## src/common/rgs_pkg.sv

```systemverilog
// Shared types and constants for the rail group sequencer
package rgs_pkg;
  localparam int unsigned CLK_PERIOD_NS = 100;
  localparam int unsigned MS_TIME_NS = 1000000;
  localparam int unsigned MS_CYCLES_DEF = MS_TIME_NS / CLK_PERIOD_NS;
  localparam int unsigned TICK_W = 20;
  localparam int unsigned GAP_COUNT = 7;
  localparam logic [2:0] GRP_FIRST = 3'h0;
  localparam logic [2:0] GRP_LAST = 3'h7;
  localparam logic [3:0] GAP_MS_SEL0 = 4'h1;
  localparam logic [3:0] GAP_MS_SEL1 = 4'h2;
  localparam logic [3:0] GAP_MS_SEL2 = 4'h4;
  localparam logic [3:0] GAP_MS_SEL3 = 4'ha;
  localparam int unsigned RAIL_MAIN_BUCK = 0;
  localparam int unsigned RAIL_DDR = 1;
  localparam int unsigned GPIO_RAILS = 3;
  localparam logic RST_OUT_RESET = 1'b0;

  typedef enum logic [2:0] {
    ST_OFF = 3'b000,
    ST_UP = 3'b001,
    ST_ON = 3'b010,
    ST_DOWN = 3'b011,
    ST_SLP_DN = 3'b100,
    ST_SLEEP = 3'b101,
    ST_SLP_UP = 3'b110
  } rgs_state_t;

  typedef struct packed {
    logic rail_sequence_include;
    logic [2:0] power_up_group;
    logic sleep_keep_on;
    logic pin_ctrl;
    logic enable_pin_choice;
  } rgs_rail_cfg_t;
endpackage

```

## src/rgs_sequencer.sv

```systemverilog
// Rail group sequencer: ordered rail enables with gap delays and pin handoff
`timescale 1ns/1ps
// Functional notes
// - Only rails with their include bit set are switched by group sequencing.
// - Power-up enables groups in ascending order from group 0 to group 7.
// - Power-down disables groups in descending order from group 7 to group 0.
// - All rails with the same group code switch in the same step.
// - Each of seven gap enable bits inserts a wait between group n and n+1, none when clear.
// - Gap select 00, 01, 10, 11 waits 1 ms, 2 ms, 4 ms and 10 ms, set per gap.
// - A rail with sleep-keep set stays enabled throughout SLEEP.
// - A rail with sleep-keep clear goes off entering SLEEP and on leaving it, by sleep group.
// - On start-up from OFF each sleep group is loaded with its power-up group.
// - Selecting a pin's enable function forces that pin to output direction.
// - With the main buck split, its fields drive phase A and the DDR fields drive phase B.
// - A pin-controlled rail follows its enable pin once the reset output is high.
// - Choice bit picks pin A on zero and pin B on one, masked while reset output is low.
// - On the first reset output rise the sequencer still drives, the pin takes over next.
module rgs_sequencer #(
  parameter int unsigned NUM_RAILS = 19,
  parameter int unsigned MS_CYCLES = rgs_pkg::MS_CYCLES_DEF
) (
  input wire logic mclk,
  input wire logic reset_n,
  input wire logic clk_en,
  input wire logic power_on_req,
  input wire logic sleep_req,
  input wire rgs_pkg::rgs_rail_cfg_t [NUM_RAILS-1:0] rail_cfg,
  input wire logic [rgs_pkg::GAP_COUNT-1:0] gap_delay_enable,
  input wire logic [rgs_pkg::GAP_COUNT-1:0][1:0] gap_delay_select,
  input wire logic [NUM_RAILS-1:0] sleep_group_wr,
  input wire logic [NUM_RAILS-1:0][2:0] sleep_group_wdata,
  input wire logic main_buck_split,
  input wire logic [rgs_pkg::GPIO_RAILS-1:0] gpio_func_sel,
  input wire logic [rgs_pkg::GPIO_RAILS-1:0] gpio_dir_sw,
  input wire logic enable_pin_a,
  input wire logic enable_pin_b,
  output rgs_pkg::rgs_state_t state_ff,
  output logic [NUM_RAILS-1:0] rail_enable_ff,
  output logic [NUM_RAILS-1:0][2:0] sleep_group_ff,
  output logic main_buck_phase_a_ff,
  output logic main_buck_phase_b_ff,
  output logic ddr_rail_enable_ff,
  output logic [rgs_pkg::GPIO_RAILS-1:0] gpio_dir_out_ff,
  output logic system_reset_out_n_ff
);

  logic [2:0] grp_ff;
  logic wait_ff;
  logic [3:0] ms_left_ff;
  logic [rgs_pkg::TICK_W-1:0] tick_cnt_ff;
  logic [NUM_RAILS-1:0] seq_en_ff;
  logic pin_active_ff;
  logic [NUM_RAILS-1:0] act_mask;
  logic [NUM_RAILS-1:0] incl_mask;
  logic [NUM_RAILS-1:0] keep_mask;
  logic [NUM_RAILS-1:0] nxt_rail_en;
  logic [NUM_RAILS-1:0][2:0] pug_vec;
  logic in_seq;
  logic going_up;
  logic sleep_mode;
  logic step;
  logic last;
  logic [2:0] gap_idx;
  logic gap_on;
  logic tick;
  logic wait_done;
  logic [3:0] gap_len;

  function automatic logic [3:0] gap_ms(input logic [1:0] sel);
    logic [3:0] ms;
    ms = rgs_pkg::GAP_MS_SEL0;
    unique case (sel)
      2'h0: ms = rgs_pkg::GAP_MS_SEL0;
      2'h1: ms = rgs_pkg::GAP_MS_SEL1;
      2'h2: ms = rgs_pkg::GAP_MS_SEL2;
      2'h3: ms = rgs_pkg::GAP_MS_SEL3;
    endcase
    return ms;
  endfunction

  function automatic logic grp_hit(input rgs_pkg::rgs_rail_cfg_t cfg, input logic [2:0] sgrp,
                                   input logic [2:0] g, input logic slp);
    logic in_grp;
    in_grp = slp ? (!cfg.sleep_keep_on && (sgrp == g)) : (cfg.power_up_group == g);
    return cfg.rail_sequence_include && in_grp;
  endfunction

  always_comb
  begin
    in_seq = (state_ff == rgs_pkg::ST_UP) || (state_ff == rgs_pkg::ST_DOWN) ||
             (state_ff == rgs_pkg::ST_SLP_DN) || (state_ff == rgs_pkg::ST_SLP_UP);
    going_up = (state_ff == rgs_pkg::ST_UP) || (state_ff == rgs_pkg::ST_SLP_UP);
    sleep_mode = (state_ff == rgs_pkg::ST_SLP_DN) || (state_ff == rgs_pkg::ST_SLP_UP);
    step = in_seq && !wait_ff;
    last = going_up ? (grp_ff == rgs_pkg::GRP_LAST) : (grp_ff == rgs_pkg::GRP_FIRST);
    gap_idx = last ? 3'h0 : (going_up ? grp_ff : grp_ff - 3'h1);
    gap_on = !last && gap_delay_enable[gap_idx];
    gap_len = gap_ms(gap_delay_select[gap_idx]);
    tick = (tick_cnt_ff == rgs_pkg::TICK_W'(MS_CYCLES - 1));
    wait_done = wait_ff && tick && (ms_left_ff == 4'h1);
    for (int i = 0; i < NUM_RAILS; i++)
    begin
      act_mask[i] = grp_hit(rail_cfg[i], sleep_group_ff[i], grp_ff, sleep_mode);
      incl_mask[i] = rail_cfg[i].rail_sequence_include;
      keep_mask[i] = rail_cfg[i].sleep_keep_on;
      pug_vec[i] = rail_cfg[i].power_up_group;
      nxt_rail_en[i] = seq_en_ff[i];
      if (rail_cfg[i].pin_ctrl && pin_active_ff && system_reset_out_n_ff)
      begin
        nxt_rail_en[i] = rail_cfg[i].enable_pin_choice ? enable_pin_b : enable_pin_a;
      end
    end
  end

  // Operating state and group walk
  always_ff @(posedge mclk)
  begin
    if (!reset_n)
    begin
      state_ff <= rgs_pkg::ST_OFF;
      grp_ff <= rgs_pkg::GRP_FIRST;
    end
    else if (clk_en)
    begin
      unique case (state_ff)
        rgs_pkg::ST_OFF:
        begin
          if (power_on_req)
          begin
            state_ff <= rgs_pkg::ST_UP;
            grp_ff <= rgs_pkg::GRP_FIRST;
          end
        end
        rgs_pkg::ST_ON, rgs_pkg::ST_SLEEP:
        begin
          if (!power_on_req)
          begin
            state_ff <= rgs_pkg::ST_DOWN;
            grp_ff <= rgs_pkg::GRP_LAST;
          end
          else if (sleep_req && state_ff == rgs_pkg::ST_ON)
          begin
            state_ff <= rgs_pkg::ST_SLP_DN;
            grp_ff <= rgs_pkg::GRP_LAST;
          end
          else if (!sleep_req && state_ff == rgs_pkg::ST_SLEEP)
          begin
            state_ff <= rgs_pkg::ST_SLP_UP;
            grp_ff <= rgs_pkg::GRP_FIRST;
          end
        end
        default:
        begin
          if (step && last)
          begin
            unique case (state_ff)
              rgs_pkg::ST_DOWN: state_ff <= rgs_pkg::ST_OFF;
              rgs_pkg::ST_SLP_DN: state_ff <= rgs_pkg::ST_SLEEP;
              default: state_ff <= rgs_pkg::ST_ON;
            endcase
          end
          else if ((step && !gap_on) || wait_done)
          begin
            grp_ff <= going_up ? grp_ff + 3'h1 : grp_ff - 3'h1;
          end
        end
      endcase
    end
  end

  // Millisecond timebase and gap wait
  always_ff @(posedge mclk)
  begin
    if (!reset_n)
    begin
      wait_ff <= 1'b0;
      ms_left_ff <= 4'h0;
      tick_cnt_ff <= '0;
    end
    else if (clk_en)
    begin
      if (step && !last && gap_on)
      begin
        wait_ff <= 1'b1;
        ms_left_ff <= gap_len;
        tick_cnt_ff <= '0;
      end
      else if (wait_ff)
      begin
        tick_cnt_ff <= tick ? '0 : tick_cnt_ff + 1'b1;
        if (tick)
        begin
          ms_left_ff <= ms_left_ff - 4'h1;
        end
        if (wait_done)
        begin
          wait_ff <= 1'b0;
        end
      end
    end
  end

  // Sequencer rail enables
  always_ff @(posedge mclk)
  begin
    if (!reset_n)
    begin
      seq_en_ff <= '0;
    end
    else if (clk_en && step)
    begin
      seq_en_ff <= going_up ? (seq_en_ff | act_mask) : (seq_en_ff & ~act_mask);
    end
  end

  // Sleep groups mirror the power-up groups on each start-up
  always_ff @(posedge mclk)
  begin
    if (!reset_n)
    begin
      sleep_group_ff <= '0;
    end
    else if (clk_en)
    begin
      for (int i = 0; i < NUM_RAILS; i++)
      begin
        if (state_ff == rgs_pkg::ST_OFF && power_on_req)
        begin
          sleep_group_ff[i] <= rail_cfg[i].power_up_group;
        end
        else if (sleep_group_wr[i])
        begin
          sleep_group_ff[i] <= sleep_group_wdata[i];
        end
      end
    end
  end

  // Reset output and enable pin handoff
  always_ff @(posedge mclk)
  begin
    if (!reset_n)
    begin
      system_reset_out_n_ff <= rgs_pkg::RST_OUT_RESET;
      pin_active_ff <= 1'b0;
    end
    else if (clk_en)
    begin
      if (state_ff == rgs_pkg::ST_UP && step && last)
      begin
        system_reset_out_n_ff <= 1'b1;
      end
      else if (state_ff == rgs_pkg::ST_DOWN)
      begin
        system_reset_out_n_ff <= 1'b0;
      end
      pin_active_ff <= system_reset_out_n_ff && !(state_ff == rgs_pkg::ST_DOWN);
    end
  end

  // Pin outputs
  always_ff @(posedge mclk)
  begin
    if (!reset_n)
    begin
      rail_enable_ff <= '0;
      main_buck_phase_a_ff <= 1'b0;
      main_buck_phase_b_ff <= 1'b0;
      ddr_rail_enable_ff <= 1'b0;
      gpio_dir_out_ff <= '0;
    end
    else if (clk_en)
    begin
      rail_enable_ff <= nxt_rail_en;
      main_buck_phase_a_ff <= nxt_rail_en[rgs_pkg::RAIL_MAIN_BUCK];
      main_buck_phase_b_ff <= main_buck_split ? nxt_rail_en[rgs_pkg::RAIL_DDR] :
                              nxt_rail_en[rgs_pkg::RAIL_MAIN_BUCK];
      ddr_rail_enable_ff <= main_buck_split ? 1'b0 : nxt_rail_en[rgs_pkg::RAIL_DDR];
      gpio_dir_out_ff <= gpio_func_sel | gpio_dir_sw;
    end
  end

  a_include_gate: assert property (@(posedge mclk) disable iff (!reset_n)
    clk_en |=> ((seq_en_ff & ~$past(seq_en_ff) & ~$past(incl_mask)) == '0))
    else $error("Excluded rail was switched on");
  a_up_start: assert property (@(posedge mclk) disable iff (!reset_n)
    (state_ff == rgs_pkg::ST_UP && $past(state_ff) == rgs_pkg::ST_OFF) |-> grp_ff == 3'h0)
    else $error("Power-up did not start at group 0");
  a_up_order: assert property (@(posedge mclk) disable iff (!reset_n)
    (state_ff == rgs_pkg::ST_UP && $past(state_ff) == rgs_pkg::ST_UP) |-> grp_ff >= $past(grp_ff))
    else $error("Power-up group went backwards");
  a_down_order: assert property (@(posedge mclk) disable iff (!reset_n)
    (state_ff == rgs_pkg::ST_DOWN && $past(state_ff) == rgs_pkg::ST_DOWN) |->
    grp_ff <= $past(grp_ff))
    else $error("Power-down group went forwards");
  a_same_group: assert property (@(posedge mclk) disable iff (!reset_n)
    (clk_en && step && going_up) |=> ((seq_en_ff & $past(act_mask)) == $past(act_mask)))
    else $error("Rails of one group did not switch together");
  a_no_gap: assert property (@(posedge mclk) disable iff (!reset_n)
    (clk_en && state_ff == rgs_pkg::ST_UP && step && !last && !gap_on) |=>
    grp_ff == $past(grp_ff) + 3'h1)
    else $error("Group step stalled without a gap delay");
  a_gap_value: assert property (@(posedge mclk) disable iff (!reset_n)
    (clk_en && step && gap_on) |=> wait_ff && ms_left_ff == $past(gap_len) &&
    (ms_left_ff == 4'h1 || ms_left_ff == 4'h2 || ms_left_ff == 4'h4 || ms_left_ff == 4'ha))
    else $error("Gap delay loaded a wrong length");
  a_sleep_keep: assert property (@(posedge mclk) disable iff (!reset_n)
    (state_ff == rgs_pkg::ST_SLP_DN) |=> ((~seq_en_ff & $past(seq_en_ff) & $past(keep_mask)) == '0))
    else $error("Kept rail dropped on sleep entry");
  a_sleep_default: assert property (@(posedge mclk) disable iff (!reset_n)
    (clk_en && state_ff == rgs_pkg::ST_OFF && power_on_req) |=> sleep_group_ff == $past(pug_vec))
    else $error("Sleep groups not copied on start-up");
  a_gpio_out: assert property (@(posedge mclk) disable iff (!reset_n)
    clk_en |=> ((gpio_dir_out_ff & $past(gpio_func_sel)) == $past(gpio_func_sel)))
    else $error("Enable pin not forced to output");
  a_split_phase: assert property (@(posedge mclk) disable iff (!reset_n)
    (clk_en && main_buck_split) |=> main_buck_phase_b_ff == rail_enable_ff[rgs_pkg::RAIL_DDR])
    else $error("Phase B not driven by DDR rail");
  a_pin_mask: assert property (@(posedge mclk) disable iff (!reset_n)
    (clk_en && !system_reset_out_n_ff) |=> rail_enable_ff == $past(seq_en_ff))
    else $error("Enable pin acted while reset output low");
  a_first_rise: assert property (@(posedge mclk) disable iff (!reset_n)
    (clk_en && $rose(system_reset_out_n_ff)) |=> rail_enable_ff == $past(seq_en_ff))
    else $error("Pin took over on first reset rise");

  c_power_up: cover property (@(posedge mclk) disable iff (!reset_n)
    $rose(system_reset_out_n_ff));
  c_sleep: cover property (@(posedge mclk) disable iff (!reset_n)
    state_ff == rgs_pkg::ST_SLEEP);
  c_gap_wait: cover property (@(posedge mclk) disable iff (!reset_n) wait_done);
  c_handoff: cover property (@(posedge mclk) disable iff (!reset_n)
    pin_active_ff && system_reset_out_n_ff);

endmodule

```

## config.mk

```make
export PLATFORM = sky130hd
export DESIGN_NAME = rgs_sequencer
export DESIGN_NICKNAME = d
export VERILOG_FILES = /design/src/common/rgs_pkg.sv /design/src/rgs_sequencer.sv
export SDC_FILE = /design/constraint.sdc
export NUM_CORES = 1
export LEC_CHECK = 0
export BUFFER_PORTS_ARGS = -buffer_cell sky130_fd_sc_hd__buf_2
export CAP_MARGIN = 20
export CORE_AREA = 2 2 142 144
export DETAILED_ROUTE_END_ITERATION = 10
export DIE_AREA = 0 0 144 146
export PLACE_DENSITY = 0.89
export SYNTH_ARGS = -nofsm -noshare
export SYNTH_HDL_FRONTEND = slang
export SYNTH_SLANG_ARGS = --single-unit
```

## constraint.sdc

```tcl
create_clock -name mclk -period 3.97 [get_ports mclk]
set_input_delay 0.397 -clock mclk [delete_from_list [all_inputs] [get_ports mclk]]
set_output_delay 0.397 -clock mclk [all_outputs]
set_load 0.02 [all_outputs]
```

==> flow_metrics.py <==
metrics = {
    "outcome": {
        "status": "complete, no violations",
    },
    "placement": {
        "gp_congestion": 0.986,
        "place_hpwl_mm": 23.1,
        "place_area_um2": 10600,
        "io_buffers": 329,
        "place_ws_ps": 343,
    },
    "logic_synthesis": {
        "syn_area_per_cell_um2": 8.26,
        "synth_cell_types": 59,
        "synth_seq_cells": 133,
        "syn_area_um2": 8670,
        "syn_nets": 1304,
        "ys_warn_count": 0,
        "synthArstFlopShare_pct": 0,
        "ys.flop_type": "dfxtp_1",
        "synth.yosys.seq_area_share_pct": 30.7,
        "syn_inst": 1050,
        "synth_edf_count": 0,
    },
    "setup_path": {
        "critPathCapture": "tick_cnt_ff[14]",
        "critPathLaunchType": "flop",
        "crit_required_ps": 4300,
        "cp-startpoint": "state_ff[0]",
        "rr_worst_depth": 10,
        "cp-end-kind": "flop",
        "r2r-start": "state_ff[0]",
        "worstPathArrival_ps": 3750,
        "reg2reg_to": "tick_cnt_ff[14]",
        "cp_max_fo": 35,
        "regToRegSetupSlack_ps": 550,
        "crit_type": "reg -> reg",
    },
    "timing": {
        "tightest_slew_ps": 916,
        "rsz0062_at_grt": "no",
        "hold_violations": 0,
        "setup_slack_ps": 551,
        "period_minus_slack_ps": 3420,
        "fmax_mhz": 292,
        "fin_setup_tns_ps": 0,
        "slew_violations": 0,
        "slew_headroom_pct": 38.1,
        "report.final.setup_viol": 0,
        "fin_crit_sh_pct": 86.1,
        "fin_worst_skew_ps": 8.80,
    },
    "power_and_ir_drop": {
        "swShare_pct": 33.9,
        "power_frac_seq_pct": 35.1,
        "comb_power_share_pct": 30.3,
        "pwr-share-clk_pct": 34.6,
        "intPower_mw": 2.78,
        "p_leak_nw": 5.02,
        "cellPowerDensity_nw_per_um2": 377,
        "ir_drop_uv": 315,
        "p_switching_mw": 1.43,
    },
    "global_routing": {
        "grt.overflow.total": 0,
        "grt.busiest_layer": "met2",
        "use_met3_pct": 7.17,
        "gr-usage-met1_pct": 34.9,
        "grt_pass1_vias": 8996,
        "antenna_found_initial": 6,
        "grt_max_degree": 57,
        "use_met2_pct": 44.0,
        "grt_pass1_wl_mm": 46.7,
        "grtUsageTotal_pct": 28.0,
    },
    "finish": {
        "area_growth_pct": 28.7,
        "drive_gt1_share_pct": 30.0,
        "multi_input_area_um2": 5620,
        "final_area_um2": 11200,
        "fin_nets": 1607,
        "fillers": 1724,
        "seq_area_um2": 2670,
        "mostFrequentLayoutCells": "buf_2, nor2_1, dfxtp_1",
        "final_common_cell": "buf_2",
    },
    "floorplanning": {
        "placeableCoreArea_um2": 19300,
        "die_y_um": 146,
        "io_pins": 330,
        "die_w_um": 144,
        "start_util_pct": 44.8,
        "die_area_um2": 21000,
        "rows": 51,
    },
    "clocking": {
        "post_cts_resized": 0,
        "tritoncts": "done",
        "clkTransAtPathRegs_ps": 60,
        "clk-insertion-delay-late_ps": 410,
        "cts-htree-levels": 4,
        "clk_path_buf_depth": 2,
        "cts_inserted_buffers": 17,
        "cts_sinks": 133,
        "postCtsHoldBufs": 0,
        "clock-root-buffer": "clkbuf_16",
        "cts_setup_buffers": 0,
    },
    "hold_path": {
        "min_path_type": "in -> reg",
    },
    "drt": {
        "viasPerCell": 5.74,
        "vias": 9397,
        "wirelength_mm": 30.1,
        "ant_nets": 0,
        "wl_per_cell_um": 18.4,
        "dr.pass1.iters": 5,
        "drtIter0Drc": 530,
        "route.detailed.drc": 0,
    },
    "flow_run": {
        "maxCapViolCount": 0,
    },
}
==> kinds of logic after synthesis <==
group	synth area share, %
xor+xnor	11.8
flops	30.7
buf+inv	4.50
compound gates	19.6
simple gates	20.2
mux	11.8
fa+ha+maj	1.44
==> area by class of cell <==
| class | instances | share of cell area [%] |
|---|---|---|
| Antenna cell | 6 | 0.135 |
| Clock buffer | 18 | 3.85 |
| Clock inverter | 13 | 0.998 |
| Inverter | 18 | 0.617 |
| Multi-Input combinational cell | 821 | 50.4 |
| Sequential cell | 133 | 23.9 |
| Tap cell | 265 | 2.97 |
| Timing Repair Buffer | 362 | 17.1 |
==> how the worst min path moves through the flow <==
| stage | startpoint | endpoint | cells after the start |
|---|---|---|---|
| final | gpio_func_sel[2] | gpio_dir_out_ff[2] | 3 |
| after global routing | gpio_func_sel[2] | gpio_dir_out_ff[2] | 3 |
| after CTS | gpio_func_sel[2] | gpio_dir_out_ff[2] | 3 |
| after detailed placement | ddr_rail_enable_ff | ddr_rail_enable_ff | 2 |
| after global placement | pin_active_ff | pin_active_ff | 2 |
| after floorplan | pin_active_ff | pin_active_ff | 2 |
==> synth_stat cells, drive strengths merged (24+ instances only) <==
cell type  instances  area, µm²
a211oi            63        473
a21oi             72        360
buf               26        128
clkbuf            52        195
dfxtp            133       2660
mux2i            101       1010
nand2             26       97.6
nand3             59        295
nor2             160        603
o21ai             24        120
xnor2             39        342
xor2              78        683
==> per-layer routing <==
metal / routed length, µm / part of all wire [%]
met1: 12400 / 41
met4: 1430 / 4.8
met3: 2660 / 8.8
met5: 0 / 0
met2: 13700 / 45
==> worst max-delay path: stages (launching register included) <==
cell and delay [ps]:
dfxtp_1 510, or3b_1 490, nand2_1 130, ha_1 330, nand2b_1 190, nor4_1 240, nor4_2 120, o41a_1 480
buf_8 190, or4_1 480, a21oi_1 170
==> per-stage QoR <==
stage / power (mW) / cells / hold slack (ps) / util, %
after CTS: 4.22 / 1629 / 230 / 57.5
after floorplan: 2.31 / 1050 / 436 / -
final: 4.21 / 1636 / 249 / 57.7
after global routing: 4.41 / 1636 / 258 / 57.7
after global placement: 2.72 / 1597 / 445 / 54.7
after detailed placement: 2.76 / 1598 / 452 / 54.7
==> power by group through the flow <==
stage	Sequential [mW]	Combinational [mW]	Clock, mW
floorplan	1.56	0.755	0
global placement	1.50	1.22	0
detailed placement	1.50	1.26	0
CTS	1.47	1.26	1.48
global route	1.49	1.38	1.54
finish	1.48	1.28	1.46
No activity file was read; power rests on OpenSTA's default activity.
